File: config.mk
export PLATFORM = sky130hd
export DESIGN_NAME = oscsel_top
export DESIGN_NICKNAME = d
export VERILOG_FILES = /design/src/logic/oscsel_pkg.sv /design/src/logic/oscsel_mux_if.sv /design/src/logic/oscsel_switch.sv /design/src/logic/oscsel_top.sv
export SDC_FILE = /design/constraint.sdc
export NUM_CORES = 1
export LEC_CHECK = 0
export BUFFER_PORTS_ARGS = -buffer_cell sky130_fd_sc_hd__buf_2
export CAP_MARGIN = 20
export CELL_PAD_IN_SITES_DETAIL_PLACEMENT = 0
export CELL_PAD_IN_SITES_GLOBAL_PLACEMENT = 1
export CORE_ASPECT_RATIO = 0.9
export CORE_MARGIN = 2
export CORE_UTILIZATION = 31
export CTS_CLUSTER_SIZE = 40
export DETAILED_ROUTE_END_ITERATION = 6
export HOLD_SLACK_MARGIN = 0.1
export PLACE_DENSITY_LB_ADDON = 0.1
export SLEW_MARGIN = 20
export SYNTH_ARGS = -nofsm -noshare
export SYNTH_HDL_FRONTEND = slang
export SYNTH_SLANG_ARGS = --single-unit
File: constraint.sdc
create_clock -name i_clk -period 1.45 [get_ports i_clk]
set_input_delay 0 -clock i_clk [delete_from_list [all_inputs] [get_ports i_clk]]
set_output_delay 0 -clock i_clk [all_outputs]
set_load 0.02 [all_outputs]
File: src/logic/oscsel_pkg.sv
// Purpose: constants and types for the oscillator and clock select block
// Assumes: special-function register port with 8-bit address and data
// Notes: trim value is a parameter of the top module
package oscsel_pkg;
  localparam logic [7:0] ADDR_OSC_CONTROL = 8'hB2;
  localparam logic [7:0] ADDR_OSC_CALIBRATION = 8'hB3;
  localparam logic [7:0] ADDR_LFO_CONTROL = 8'h86;
  localparam logic [7:0] ADDR_CLK_SELECT = 8'hA9;
  localparam logic [7:0] ADDR_MULT_CONTROL = 8'hB9;
  localparam logic [7:0] RST_OSC_CONTROL = 8'hC0;
  localparam logic [7:0] RST_LFO_CONTROL = 8'h00;
  localparam logic [7:0] RST_CLK_SELECT = 8'h00;
  localparam logic [7:0] RST_MULT_CONTROL = 8'h00;
  localparam int BIT_OSC_ENABLE = 7;
  localparam int BIT_OSC_READY = 6;
  localparam int BIT_OSC_SUSPEND = 5;
  localparam logic [1:0] DIV_BY_8 = 2'h3;
  localparam int CAL_WIDTH = 7;
  localparam int MULT_FACTOR = 4;
  localparam logic [7:0] MULT_INIT_BITS = 8'hC0;
  localparam logic [2:0] OSC_SETTLE_CYCLES = 3'h4;
  localparam logic [1:0] MULT_LOCK_CYCLES = 2'h3;
  typedef enum logic [1:0] {
    OSCSEL_SYS_INTERNAL = 2'h0,
    OSCSEL_SYS_EXTERNAL = 2'h1,
    OSCSEL_SYS_MULT_HALF = 2'h2,
    OSCSEL_SYS_LOW_FREQ = 2'h3
  } oscsel_sys_src_t;
  typedef enum logic [1:0] {
    OSCSEL_USB_MULT = 2'h0,
    OSCSEL_USB_EXTERNAL = 2'h1,
    OSCSEL_USB_INT_HALF = 2'h2,
    OSCSEL_USB_RSVD = 2'h3
  } oscsel_usb_src_t;
  typedef enum logic [1:0] {
    OSCSEL_OSC_OFF = 2'h0,
    OSCSEL_OSC_SETTLE = 2'h1,
    OSCSEL_OSC_RUN = 2'h2,
    OSCSEL_OSC_SUSP = 2'h3
  } oscsel_osc_state_t;
endpackage

File: src/logic/oscsel_mux_if.sv
// Purpose: carries the clock-enable selection between top and switch
// Assumes: one system clock domain
// Notes: none
`timescale 1ns/10ps
interface oscsel_mux_if;
  import oscsel_pkg::*;
  logic [3:0] src_tick;
  logic [1:0] sel;
  logic out_tick;
  logic busy;
  modport top (output src_tick, output sel, input out_tick, input busy);
  modport sw (input src_tick, input sel, output out_tick, output busy);
endinterface

File: src/logic/oscsel_switch.sv
// Purpose: glitch-free switch among four clock-enable streams
// Assumes: sources are ticks on i_clk
// Notes: breaks old source, waits a tick of new one, then follows it
`timescale 1ns/10ps
module oscsel_switch
  import oscsel_pkg::*;
(
  // clock and reset
  input wire logic i_clk,
  input wire logic i_srst,
  // selection
  oscsel_mux_if.sw mux
);
  logic [1:0] cur;
  logic gap;
  // during a change the output is held quiet until the new source ticks
  always_ff @(posedge i_clk) begin
    if (i_srst) begin
      cur <= 2'h0;
      gap <= 1'b0;
    end else if (mux.sel != cur && !gap) begin
      gap <= 1'b1;
    end else if (gap && mux.src_tick[mux.sel]) begin
      cur <= mux.sel;
      gap <= 1'b0;
    end
  end
  always_ff @(posedge i_clk) begin
    if (i_srst) begin
      mux.out_tick <= 1'b0;
    end else begin
      mux.out_tick <= !gap && mux.sel == cur && mux.src_tick[cur];
    end
  end
  assign mux.busy = gap;
endmodule

File: src/logic/oscsel_top.sv
// Purpose: internal oscillator control, divider and clock source selection
// Assumes: oscillators modelled as enables on i_clk; pins pass two flops
// Notes: clocks leave as one-cycle tick enables
`timescale 1ns/10ps
// Overview of operation
// - system clock defaults to internal oscillator
// - system sources internal, external, low-freq, multiplier/2
// - usb sources internal/2, external, multiplier
// - calibration resets to factory 12 MHz trim
// - internal oscillator divided by 1,2,4,8
// - divider resets to divide-by-eight
// - software writes calibration trim field
// - every reset restores factory trim value
// - writing suspend one stops internal oscillator
// - usb activity or vbus match restarts oscillator
// - registers enable, disable, calibrate internal oscillator
// - separate register controls low-frequency oscillator
// - multiplier turns 12 MHz into 48 MHz
module oscsel_top
  import oscsel_pkg::*;
#(
  parameter logic [6:0] FACTORY_TRIM = 7'h40
)(
  // clock and reset
  input wire logic i_clk,
  input wire logic i_srst,
  // special-function register port
  input wire logic i_sfr_wr,
  input wire logic i_sfr_rd,
  input wire logic [7:0] i_sfr_addr,
  input wire logic [7:0] i_sfr_wdata,
  output logic [7:0] o_sfr_rdata,
  // oscillator raw ticks
  input wire logic i_int_osc_tick,
  input wire logic i_ext_clk_tick,
  input wire logic i_lfo_tick,
  input wire logic i_mult_tick,
  // wake sources
  input wire logic i_usb_activity,
  input wire logic i_vbus_level,
  input wire logic i_bus_power_polarity_select,
  // oscillator controls
  output logic o_int_osc_run,
  output logic [6:0] o_period_trim,
  output logic [7:0] o_low_freq_osc_control,
  output logic [7:0] o_multiplier_control,
  // clock enables
  output logic o_system_clock_tick,
  output logic o_usb_bus_clock_tick,
  output logic o_switch_busy
);
  oscsel_mux_if sys_mux();
  logic [1:0] internal_clock_divider;
  logic internal_osc_enable;
  logic suspend_req;
  logic [6:0] period_trim;
  logic [7:0] low_freq_osc_control;
  logic [7:0] clock_select;
  logic [7:0] multiplier_control;
  logic [2:0] div_cnt;
  logic usb_half;
  logic mult_half;
  logic [2:0] settle;
  logic [1:0] mult_lock;
  logic [3:0] s1;
  logic [3:0] s2;
  logic [2:0] w1;
  logic [2:0] w2;
  logic wake;
  oscsel_osc_state_t osc_state;
  oscsel_osc_state_t next_osc_state;

  function automatic logic div_hit(input logic [2:0] cnt, input logic [1:0] sel);
    div_hit = (cnt & ((3'h1 << sel) - 3'h1)) == 3'h0;
  endfunction

  function automatic logic sel_wr(input logic [7:0] addr, input logic [7:0] target, input logic wr);
    sel_wr = wr && addr == target;
  endfunction

  // pins and oscillator ticks are asynchronous to i_clk
  always_ff @(posedge i_clk) begin
    s1 <= {i_mult_tick, i_lfo_tick, i_ext_clk_tick, i_int_osc_tick};
    s2 <= s1;
    w1 <= {i_bus_power_polarity_select, i_vbus_level, i_usb_activity};
    w2 <= w1;
  end
  assign wake = w2[0] || (w2[1] == w2[2]);

  // internal oscillator control register
  always_ff @(posedge i_clk) begin
    if (i_srst) begin
      internal_osc_enable <= RST_OSC_CONTROL[BIT_OSC_ENABLE];
      internal_clock_divider <= DIV_BY_8;
    end else if (sel_wr(i_sfr_addr, ADDR_OSC_CONTROL, i_sfr_wr)) begin
      internal_osc_enable <= i_sfr_wdata[BIT_OSC_ENABLE];
      internal_clock_divider <= i_sfr_wdata[1:0];
    end
  end

  // suspend request is a one-cycle strobe from a write of one
  always_ff @(posedge i_clk) begin
    if (i_srst) begin
      suspend_req <= 1'b0;
    end else begin
      suspend_req <= sel_wr(i_sfr_addr, ADDR_OSC_CONTROL, i_sfr_wr) && i_sfr_wdata[BIT_OSC_SUSPEND];
    end
  end

  always_ff @(posedge i_clk) begin
    if (i_srst) begin
      period_trim <= FACTORY_TRIM;
    end else if (sel_wr(i_sfr_addr, ADDR_OSC_CALIBRATION, i_sfr_wr)) begin
      period_trim <= i_sfr_wdata[CAL_WIDTH-1:0];
    end
  end

  always_ff @(posedge i_clk) begin
    if (i_srst) begin
      low_freq_osc_control <= RST_LFO_CONTROL;
    end else if (sel_wr(i_sfr_addr, ADDR_LFO_CONTROL, i_sfr_wr)) begin
      low_freq_osc_control <= i_sfr_wdata;
    end
  end

  // clock select: [1:0] system source, [5:4] usb source
  always_ff @(posedge i_clk) begin
    if (i_srst) begin
      clock_select <= RST_CLK_SELECT;
    end else if (sel_wr(i_sfr_addr, ADDR_CLK_SELECT, i_sfr_wr)) begin
      clock_select <= i_sfr_wdata & 8'h33;
    end
  end

  always_ff @(posedge i_clk) begin
    if (i_srst) begin
      multiplier_control <= RST_MULT_CONTROL;
    end else if (sel_wr(i_sfr_addr, ADDR_MULT_CONTROL, i_sfr_wr)) begin
      multiplier_control <= i_sfr_wdata;
    end
  end

  // oscillator state; suspend holds until a wake event
  always_comb begin
    next_osc_state = osc_state;
    unique case (osc_state)
      OSCSEL_OSC_OFF: if (internal_osc_enable) next_osc_state = OSCSEL_OSC_SETTLE;
      OSCSEL_OSC_SETTLE: begin
        if (!internal_osc_enable) next_osc_state = OSCSEL_OSC_OFF;
        else if (suspend_req) next_osc_state = OSCSEL_OSC_SUSP;
        else if (settle == OSC_SETTLE_CYCLES) next_osc_state = OSCSEL_OSC_RUN;
      end
      OSCSEL_OSC_RUN: begin
        if (!internal_osc_enable) next_osc_state = OSCSEL_OSC_OFF;
        else if (suspend_req) next_osc_state = OSCSEL_OSC_SUSP;
      end
      OSCSEL_OSC_SUSP: if (wake) next_osc_state = OSCSEL_OSC_SETTLE;
    endcase
  end

  always_ff @(posedge i_clk) begin
    if (i_srst) begin
      osc_state <= OSCSEL_OSC_SETTLE;
      settle <= 3'h0;
    end else begin
      osc_state <= next_osc_state;
      settle <= (osc_state == OSCSEL_OSC_SETTLE && settle != OSC_SETTLE_CYCLES) ? settle + 3'h1 : 3'h0;
    end
  end

  // multiplier lock: counts its input ticks after init
  always_ff @(posedge i_clk) begin
    if (i_srst || multiplier_control[7:6] != MULT_INIT_BITS[7:6]) begin
      mult_lock <= 2'h0;
    end else if (s2[3] && mult_lock != MULT_LOCK_CYCLES) begin
      mult_lock <= mult_lock + 2'h1;
    end
  end

  // divider and halving counters run on their source ticks
  always_ff @(posedge i_clk) begin
    if (i_srst) begin
      div_cnt <= 3'h0;
      usb_half <= 1'b0;
      mult_half <= 1'b0;
    end else begin
      if (s2[0] && osc_state == OSCSEL_OSC_RUN) begin
        div_cnt <= div_cnt + 3'h1;
        usb_half <= ~usb_half;
      end
      if (s2[3]) begin
        mult_half <= ~mult_half;
      end
    end
  end

  assign sys_mux.sel = clock_select[1:0];
  assign sys_mux.src_tick[OSCSEL_SYS_INTERNAL] = s2[0] && osc_state == OSCSEL_OSC_RUN
    && div_hit(div_cnt, internal_clock_divider);
  assign sys_mux.src_tick[OSCSEL_SYS_EXTERNAL] = s2[1];
  assign sys_mux.src_tick[OSCSEL_SYS_MULT_HALF] = s2[3] && mult_half;
  assign sys_mux.src_tick[OSCSEL_SYS_LOW_FREQ] = s2[2] && low_freq_osc_control[7];

  oscsel_switch u_sys_switch (
    .i_clk(i_clk),
    .i_srst(i_srst),
    .mux(sys_mux)
  );

  // usb clock select; trimmed internal source is software's burden
  always_ff @(posedge i_clk) begin
    if (i_srst) begin
      o_usb_bus_clock_tick <= 1'b0;
    end else begin
      unique case (oscsel_usb_src_t'(clock_select[5:4]))
        OSCSEL_USB_MULT: o_usb_bus_clock_tick <= s2[3] && mult_lock == MULT_LOCK_CYCLES;
        OSCSEL_USB_EXTERNAL: o_usb_bus_clock_tick <= s2[1];
        OSCSEL_USB_INT_HALF: o_usb_bus_clock_tick <= s2[0] && osc_state == OSCSEL_OSC_RUN && usb_half;
        OSCSEL_USB_RSVD: o_usb_bus_clock_tick <= 1'b0;
      endcase
    end
  end

  // read data; ready bit reflects state only
  always_ff @(posedge i_clk) begin
    if (i_srst) begin
      o_sfr_rdata <= 8'h00;
    end else if (i_sfr_rd) begin
      unique case (i_sfr_addr)
        ADDR_OSC_CONTROL: o_sfr_rdata <= {internal_osc_enable, osc_state == OSCSEL_OSC_RUN, 4'h0,
          internal_clock_divider};
        ADDR_OSC_CALIBRATION: o_sfr_rdata <= {1'b0, period_trim};
        ADDR_LFO_CONTROL: o_sfr_rdata <= low_freq_osc_control;
        ADDR_CLK_SELECT: o_sfr_rdata <= clock_select;
        ADDR_MULT_CONTROL: o_sfr_rdata <= {multiplier_control[7:6], mult_lock == MULT_LOCK_CYCLES,
          multiplier_control[4:0]};
        default: o_sfr_rdata <= 8'h00;
      endcase
    end
  end

  always_ff @(posedge i_clk) begin
    if (i_srst) begin
      o_int_osc_run <= 1'b0;
      o_period_trim <= FACTORY_TRIM;
      o_low_freq_osc_control <= RST_LFO_CONTROL;
      o_multiplier_control <= RST_MULT_CONTROL;
      o_system_clock_tick <= 1'b0;
      o_switch_busy <= 1'b0;
    end else begin
      o_int_osc_run <= osc_state == OSCSEL_OSC_RUN || osc_state == OSCSEL_OSC_SETTLE;
      o_period_trim <= period_trim;
      o_low_freq_osc_control <= low_freq_osc_control;
      o_multiplier_control <= multiplier_control;
      o_system_clock_tick <= sys_mux.out_tick;
      o_switch_busy <= sys_mux.busy;
    end
  end
endmodule

==> results.md, run 1 <==
* Die area at about 0.012 mm²
* Avg Synthesized Cell Area at between 10 and 15 µm²
* Cells on worst reg2reg path at 6
* Mapped Nets at 380
* Vias at approximately 2800
* Fmax at around 720 MHz
* Drt pass-1 iters at 4
* Non-Filler Instances at ~600
* Grt ovf at 0
* P&R area growth vs syn at 29.7%
* CP Data Arrival Time at between 1.5 and 2 ns
* Post-synth EDFFs at 0
* Status: finished, final reports clean
* Comb pwr share at 9.5%
* Drt drc at 0
* Final worst slack at ~0.063 ns
* Core area at between 0.01 and 0.015 mm²
* Slew at the pin closest to its max-slew limit at 0.432 ns
* Place WS at -0.0103 ns
* Synthesis Warnings at 0
* Antenna Cells at 0
* RSZ-0062 raised after global routing: yes
* Worst-path clk slew at 0.06 ns
* Placed Area at just over 0.004 mm²
* HPWL Detailed at roughly 6400 µm
* P per Cell Area at about 1200 mW/mm²
* Global-route wire length before repair at ~14000 µm
* Area share of the largest cell type after synthesis at around 54%
* Clk_skew at roughly 0.0049 ns
* Nets@finish at between 400 and 500
* Period utilization at between 90% and 100%
* Die width at 117 µm
* Initial antenna violation count at 0
* Wire per inst at between 10 and 15 µm
* Post-synthesis cell area at between 0.003 and 0.004 mm²
* Primary FF master, synth: dfxtp_1
* CP max FO at 7
* Critical Path RT at around 1.7 ns
* Leak pwr at 2.05 nW
* Sequential area share after synthesis at between 50 and 60%
* Largest net degree at the start of global routing at 23
* Crit. End Element: flop
* Max Cap Viol at 0
* Design area at about 0.0046 mm²
* Die H at 106 µm
* Commonest non-fill, non-tap cell in the layout: dfxtp_1
* R2R Path End: osc_state[1]
* CTS sink cnt at 96
* Clock power frac at about 41%
* Minimum clock period at 1.39 ns
* Initial Util at between 30% and 40%
* Reg2Reg Setup Slack at approximately 0.063 ns
* Clk buf depth at 2
* Setup crit end: osc_state[1]
* Core Rows at 37
* H-tree depth at 3
* Root buf cell: clkbuf_16
* VDD IR max at roughly 0.57 mV
* Gate Count Post-Synth at ~350
* Drt first-iter violations at roughly 120
* Post-synthesis register bit count at 96
* FF-to-FF Start: osc_state[0]
* Placer Congestion at roughly 0.8
* Layout cells sized above 1 at 25.1%
* Yosys top cell by area: dfxtp_1
* Hold crit path type: in -> reg
* Io pins at slightly above 60
* Async SR Flop Fraction at 0%
* CP startpoint: osc_state[0]
* Netlist cell types at 48
* Drt via density at 4.68
* CTS tree: done
* Switch share at 23.1%
* Slew margin rel. at between 70% and 80%
* Vias in the first global route at around 2700
* ANT nets after route at 0
* Later-pin clock latency in the skew report at 0.34 ns
* Total track usage at 14.7%
* Setup Crit Path Kind: reg -> reg
* Fillers at approximately 1200
* Final number of setup-violating endpoints at 0
* PnR Total Power at ~5.7 mW
* Top post-synthesis cells by area: dfxtp_1, mux2i_1, nor2b_1, nor2_1, ha_1
* Input/output buffers at a little over 60
* Most frequent cells in the layout: dfxtp_1, buf_2, nor2_1, nor2b_1, mux2i_1
* Hold Fails Final Rpt at 0
* Net Switching at between 1 and 1.5 mW
* Util after Layout at a little over 40%
* Sequential share of power at 49.3%
* Max Transition Viols Final at 0
* Pint at between 4 and 5 mW
* Final WL at 8810 µm
* DP Cell Count at around 560
* Clock buffer count from CTS at 9
* Critical Path Start Type: flop
## worst max-delay path: stages (launching register included)
cell and delay, ns:
dfxtp_2 0.36, inv_2 0.05, ha_2 0.19, buf_4 0.17
o211ai_1 0.20, nand3_1 0.16, mux2i_1 0.15
## cell families after synthesis
group	count (synthesis)	share of synthesized area [%]
DFF	96	53.6
AOI/OAI and AO/OA	53	10.9
muxes	23	6.46
and+or+nand+nor	131	21.0
adders and majority gates	8	2.79
xor gates and xnor gates	9	2.20
buffers and inverters	25	2.97
## cell type report
cell class | count | area (µm²) | share of cell area [%]
inverters | 9 | 33.8 | 0.727
multi-input cells | 224 | 1580 | 33.9
flip-flops and latches | 96 | 1920 | 41.4
repair buffers | 98 | 631 | 13.6
clock buffers | 12 | 246 | 5.30
clock inverters | 3 | 42.5 | 0.915
well taps | 156 | 195 | 4.20
## metrics by stage
| stage | TNS (ns) | hold WS [ns] |
|---|---|---|
| final | 0 | 0.180 |
| after global routing | -0.00298 | 0.217 |
| after CTS | 0 | 0.177 |
| after detailed placement | -0.0103 | 0.104 |
| after global placement | 0 | 0.102 |
| after floorplan | 0 | 0.0277 |
## timing repair
| action | in CTS | in global routing |
|---|---|---|
| pin swaps | 1 | 2 |
| hold endpoints to repair | 41 | 0 |
| endpoints found under the setup margin | 1 | 5 |
| setup buffers | 0 | 0 |
| resized for setup | 0 | 5 |
| hold buffers | 19 | 0 |
## how the worst min path moves through the flow
| stage | from | endpoint | depth (start not counted) |
|---|---|---|---|
| floorplan | i_int_osc_tick | s1[0] | 0 |
| global placement | i_lfo_tick | s1[2] | 1 |
| detailed placement | i_vbus_level | w1[1] | 1 |
| CTS | i_sfr_addr[2] | o_sfr_rdata[0] | 5 |
| global route | i_sfr_addr[6] | o_sfr_rdata[0] | 5 |
| finish | i_sfr_addr[2] | o_sfr_rdata[0] | 5 |
## flip-flops by register name (all words and copies together), names as in the netlist, 2 cells and up
name                    flops
clock_select                4
div_cnt                     3
internal_clock_divider      2
low_freq_osc_control        8
mult_lock                   2
multiplier_control          8
o_low_freq_osc_control      8
o_multiplier_control        8
o_period_trim               7
o_sfr_rdata                 8
osc_state                   2
period_trim                 7
s1                          4
s2                          4
settle                      3
u_sys_switch.cur            2
w1                          3
w2                          3
## routing by layer
metal | wire [µm] | track usage [%] | up-vias
met3 | 340 | 3.92 | 12
li1 | - | - | 1385
met2 | 4210 | 24.4 | 55
met4 | 164 | 5.68 | 0
met5 | 0 | 0 | -
met1 | 4100 | 18.4 | 1346
## synthesized netlist by cell type, drive strengths merged (3+ instances only)
| cell type | instances |
|---|---|
| o22a | 5 |
| nor2 | 33 |
| nor2b | 28 |
| o211ai | 4 |
| a21boi | 3 |
| a21oi | 10 |
| clkbuf | 10 |
| xor2 | 6 |
| dfxtp | 96 |
| a22o | 3 |
| mux2i | 22 |
| nand2b | 10 |
| nand2 | 22 |
| inv | 9 |
| o21ai | 8 |
| nor3 | 5 |
| nand3b | 4 |
| a222oi | 6 |
| buf | 6 |
| nand3 | 15 |
| ha | 8 |
| xnor2 | 3 |
## power groups by stage
stage	registers, mW	clock network, mW	logic [mW]
finish	2.80	2.33	0.539
global route	2.81	2.51	0.605
CTS	2.79	2.41	0.542
detailed placement	2.85	0	0.502
global placement	2.85	0	0.502
floorplan	2.86	0	0.324
Note: power is estimated with default switching activity, not from simulation.
==> inputs of run 2 (changes only) <==
Settings changed: CORE_UTILIZATION 31 to 38.
==> results.md, run 2 (synthesis gave the netlist of run 1 again) <==
* Vias at 2737 (-2.2%)
* P per Cell Area at 1200 mW/mm² (-1.1%)
* Wire per inst at 14.8 µm (+0.57%)
* Core area at 0.00913 mm² (-20%)
* Clock buffer count from CTS at 9 (unchanged)
* ANT nets after route at 0 (unchanged)
* RSZ-0062 raised after global routing: yes
* VDD IR max at 0.769 mV (+36%)
* Drt pass-1 iters at 4 (unchanged)
* Core Rows at 33 (-11%)
* Drt first-iter violations at 81 (-30%)
* Grt ovf at 0 (unchanged)
* Max Cap Viol at 0 (unchanged)
* Global-route wire length before repair at 13100 µm (-7.3%)
* Largest net degree at the start of global routing at 26 (+13%)
* Input/output buffers at 61 (unchanged)
* Fmax at 712 MHz (-1.3%)
* CP Data Arrival Time at 1.70 ns (+0.09 ns)
* Die H at 96.1 µm (-9.3%)
* Root buf cell: clkbuf_8
* P&R area growth vs syn at 26.2%
* Slew margin rel. at 67.1% (-3.9 points)
* Status: finished, final reports clean
* Clk_skew at 0.00711 ns (+0.00223 ns)
* Die area at 0.0102 mm² (-18%)
* Layout cells sized above 1 at 25.1% (about the same)
* Clk buf depth at 2 (unchanged)
* CTS tree: done
* Max Transition Viols Final at 0 (unchanged)
* Setup bufs post-CTS at 0 (unchanged)
* Critical Path Start Type: flop
* Slowest cell on the critical path: dfxtp_2
* Period utilization at 96.9% (+1.3 points)
* CTS sink cnt at 96 (unchanged)
* Crit. End Element: flop
* Leak pwr at 2.01 nW (-1.9%)
* H-tree depth at 3 (unchanged)
* Crit-path cells: inv_1 -> ha_2 -> nand2_4 -> a211oi_2 -> o311a_1 -> mux2i_1
* Die width at 106 µm (-9.3%)
* HPWL Detailed at 5980 µm (-6.8%)
* Antenna Cells at 0 (unchanged)
* Io pins at 62 (unchanged)
* Design area at 0.00452 mm² (-2.7%)
* Util after Layout at 49.5% (+8.6 points)
* Drt via density at 4.89 (+4.5%)
* Critical Path RT at 1.74 ns (+0.07 ns)
* Most frequent cells in the layout: dfxtp_1, buf_2, nor2_1, nor2b_1, mux2i_1
* Worst-path clk slew at 0.09 ns (+0.03 ns)
* Initial antenna violation count at 0 (unchanged)
* Drt drc at 0 (unchanged)
* Slew at the pin closest to its max-slew limit at 0.493 ns (+0.0613 ns)
* Initial Util at 39.3% (+7.7 points)
* Minimum clock period at 1.41 ns (+0.0182 ns)
* Hold crit path type: in -> reg
* Placer Congestion at 0.827 (+3.4%)
* Final number of setup-violating endpoints at 0 (unchanged)
* Hold Fails Final Rpt at 0 (unchanged)
* Max incr delay on CP at 0.35 ns (about the same)
* Setup Crit Path Kind: reg -> reg
* Placed Area at 0.00409 mm² (-1.6%)
* Nets@finish at 468 (-1.1%)
* Total track usage at 16.8% (+2.1 points)
* Vias in the first global route at 2574 (-4.1%)
* Bufs and invs on worst path at 1 (-1)
* Final WL at 8300 µm (-5.8%)
* CP max FO at 5 (-2)
* Commonest non-fill, non-tap cell in the layout: dfxtp_1
* Later-pin clock latency in the skew report at 0.36 ns (+0.02 ns)
* Crit-path leading delay family: compound AO/OA/AOI/OAI gates
run 2: changes by cell type in the layout (fill, tap and decap cells not counted), sizes merged:
cell	delta
inv	+2
clkbuf	-2
buf	-3
dlygate4sd3	-2
bufinv	+2
clkinv	-1
run 2: worst min-delay path: cells and delay by family:
family	cells	cell delay, ns
simple gates	2	0.20
compound gates	1	0.12
buf+inv	1	0.12
run 2: what timing repair did:
item	in CTS	in global routing
cloned	0	0
hold endpoints to repair	48	0
hold buffers	17	0
gates resized for setup	1	4
pin swaps	1	3
endpoints found under the setup margin	3	5
run 2: final cells by class:
cell class / instances / area (µm²)
clock buffers: 10 / 128
clock inverters: 6 / 115
fillers: 863 / 4600
inverters: 9 / 33.8
multi-input cells: 224 / 1580
flip-flops and latches: 96 / 1920
well taps: 122 / 153
repair buffers: 93 / 588
run 2: stage by stage:
| stage | total power [mW] | hold WS (ns) | instances | setup WS, ns | TNS [ns] |
|---|---|---|---|---|---|
| floorplan | 3.18 | 0.0277 | 345 | 0.0212 | 0 |
| global placement | 3.35 | 0.102 | 527 | 0.0205 | 0 |
| detailed placement | 3.35 | 0.104 | 527 | -0.00590 | -0.00804 |
| CTS | 5.51 | 0.110 | 560 | 0.00188 | 0 |
| global route | 5.68 | 0.146 | 560 | -0.0418 | -0.0973 |
| finish | 5.45 | 0.118 | 560 | 0.0447 | 0 |
run 2: report_power, final:
| part | total (mW) | internal (mW) | switching [mW] |
|---|---|---|---|
| clock | 2.10 | 1.16 | 0.946 |
| sequential | 2.79 | 2.73 | 0.0569 |
| combinational | 0.550 | 0.256 | 0.294 |
run 2: per-layer routing:
| layer | up-vias | wire length [µm] | track usage, % |
|---|---|---|---|
| met1 | 1288 | 3790 | 21.2 |
| met3 | 11 | 419 | 3.25 |
| li1 | 1371 | - | - |
| met5 | - | 0 | 0 |
| met4 | 0 | 139 | 5.92 |
| met2 | 67 | 3950 | 28.9 |
run 2: path summary, 6_finish.rpt:
kind	to	start	slack, ns	cells after the start
setup / recovery	u_sys_switch.cur[0]	osc_state[0]	0.04	6
hold reg to reg	s2[2]	s1[2]	0.33	0
hold / removal	low_freq_osc_control[0]	i_sfr_wr	0.12	4
setup reg to reg	u_sys_switch.cur[0]	osc_state[0]	0.04	6
==> inputs of run 3 (changes only) <==
--- a/config.mk
+++ b/config.mk
@@ -18,3 +18,2 @@
 export PLACE_DENSITY_LB_ADDON = 0.1
-export SLEW_MARGIN = 20
 export SYNTH_ARGS = -nofsm -noshare
==> constraint.sdc (replaced) <==
create_clock -name i_clk -period 1.45 [get_ports i_clk]
set_input_delay 0.2175 -clock i_clk [delete_from_list [all_inputs] [get_ports i_clk]]
set_output_delay 0.2175 -clock i_clk [all_outputs]
set_load 0.02 [all_outputs]
==> results.md, run 3 (synthesis gave the netlist of run 1 again) <==
* CTS sink cnt at 96 (unchanged)
* Input/output buffers at 61 (unchanged)
* Global-route wire length before repair at 13200 µm (+0.69%)
* Final Hold Slack at 0.125 ns (+0.00673 ns)
* Critical Path RT at 1.70 ns (-0.04 ns)
* Drt pass-1 iters at 4 (unchanged)
* Nets@finish at 476 (+1.7%)
* Minimum clock period at 1.33 ns (-0.0732 ns)
* Largest net degree at the start of global routing at 24 (-7.7%)
* Leak pwr at 2.07 nW (+3.0%)
* Worst-path clk slew at 0.09 ns (about the same)
* Top Usage Layer GRT: met2
* Met2 Use GR at 29.4% (+0.53 points)
* HPWL Detailed at 6090 µm (+1.8%)
* Placed Area at 0.00423 mm² (+3.4%)
* Wire per inst at 14.7 µm (-0.61%)
* Initial Util at 39.3% (unchanged)
* Root buf cell: clkbuf_8
* P&R area growth vs syn at 28.5%
* Drt first-iter violations at 79 (-2.5%)
* Antenna Cells at 0 (unchanged)
* Hold crit path type: in -> reg
* Final number of setup-violating endpoints at 0 (unchanged)
* Crit. End Element: flop
* Vias in the first global route at 2653 (+3.1%)
* Core Rows at 33 (unchanged)
* Grt ovf at 0 (unchanged)
* CP Data Arrival Time at 1.58 ns (-0.12 ns)
* Die width at 106 µm (unchanged)
* Fmax at 751 MHz (+5.5%)
* Critical Path Start Type: flop
* P per Cell Area at 1210 mW/mm² (+0.60%)
* Status: finished, final reports clean
* Drt via density at 4.79 (-2.0%)
* Max Transition Viols Final at 0 (unchanged)
* Hold Fails Final Rpt at 0 (unchanged)
* H-tree depth at 3 (unchanged)
* CTS tree: done
* Final WL at 8370 µm (+0.81%)
* GRT met1 Usage at 20.6% (-0.66 points)
* Later-pin clock latency in the skew report at 0.36 ns (about the same)
* Most frequent cells in the layout: dfxtp_1, buf_2, nor2_1, buf_4, nor2b_1
* VDD IR max at 0.669 mV (-13%)
* Period utilization at 91.9% (-5.0 points)
* CP max FO at 3 (-2)
* Die area at 0.0102 mm² (unchanged)
* Slew margin rel. at 69.4% (+2.3 points)
* Clock buffer count from CTS at 9 (unchanged)
* Setup Crit Path Kind: reg -> reg
* Slew at the pin closest to its max-slew limit at 0.458 ns (-0.0359 ns)
* Commonest non-fill, non-tap cell in the layout: dfxtp_1
* Io pins at 62 (unchanged)
* Die H at 96.1 µm (unchanged)
* Layout cells sized above 1 at 29.6% (+4.5 points)
* Core area at 0.00913 mm² (unchanged)
* Drt drc at 0 (unchanged)
* Placer Congestion at 0.827 (about the same)
* RSZ-0062 raised after global routing: no
* Clk buf depth at 2 (unchanged)
* Max Cap Viol at 0 (unchanged)
* Total track usage at 17.0% (+0.22 points)
* Initial antenna violation count at 0 (unchanged)
* Design area at 0.00460 mm² (+1.8%)
* Clk_skew at 0.0111 ns (+0.00400 ns)
* Vias at 2720 (-0.62%)
* ANT nets after route at 0 (unchanged)
* Met3 usage at 4.67% (+1.4 points)
## run 3: area by class of cell
type	instances	area (µm²)
sequential	96	1930
multi-input combinational	224	1590
tap	122	153
fill	885	4520
inverter	9	33.8
clock inverter	6	115
clock buffer	10	138
timing repair buffer	101	639
## run 3: worst paths after layout
kind	from	endpoint	slack [ns]	depth (start not counted)
worst max-delay path	mult_lock[0]	o_sfr_rdata[5]	0.12	5
worst min-delay path	i_sfr_wdata[3]	low_freq_osc_control[3]	0.13	2
worst max register to register	mult_lock[0]	o_sfr_rdata[5]	0.12	5
worst min register to register	s1[0]	s2[0]	0.33	0
## run 3: metrics by stage
step           worst slack, ns  std cells  utilization, %  total power [mW]  TNS [ns]
4_1_cts                 0.0173        567            49.9              5.57         0
2_1_floorplan           0.0212        345               -              3.18         0
3_3_place_gp            -0.102        544            46.4              3.39     -1.70
5_1_grt                0.00750        568            50.4              5.81         0
3_5_place_dp            -0.119        544            46.4              3.40     -2.18
6_report                 0.118        568            50.4              5.58         0
## run 3: critical path: stages, from the launching register on
cell      delay (ns)
dfxtp_1         0.33
ha_1            0.24
nand2_1         0.07
o21ai_0         0.13
a222oi_1        0.34
o21ai_0         0.11
## run 3: power by group
part           switching, mW  internal (mW)  total, mW
clock network          0.940           1.20       2.14
logic                  0.315          0.312      0.628
registers             0.0658           2.74       2.81
total                   1.32           4.26       5.58
## run 3: metal layers
layer	up-vias	wire (µm)
li1	1394	-
met1	1258	3920
met2	55	4010
met3	13	292
met4	0	150
met5	-	0
## run 3: what timing repair did
action,in CTS,in global routing
gates resized for setup,0,13
gates cloned,0,0
endpoints found under the setup margin,2,6
setup buffers,0,1
hold buffers,7,0
hold endpoints to repair,7,0
pin swaps,1,4
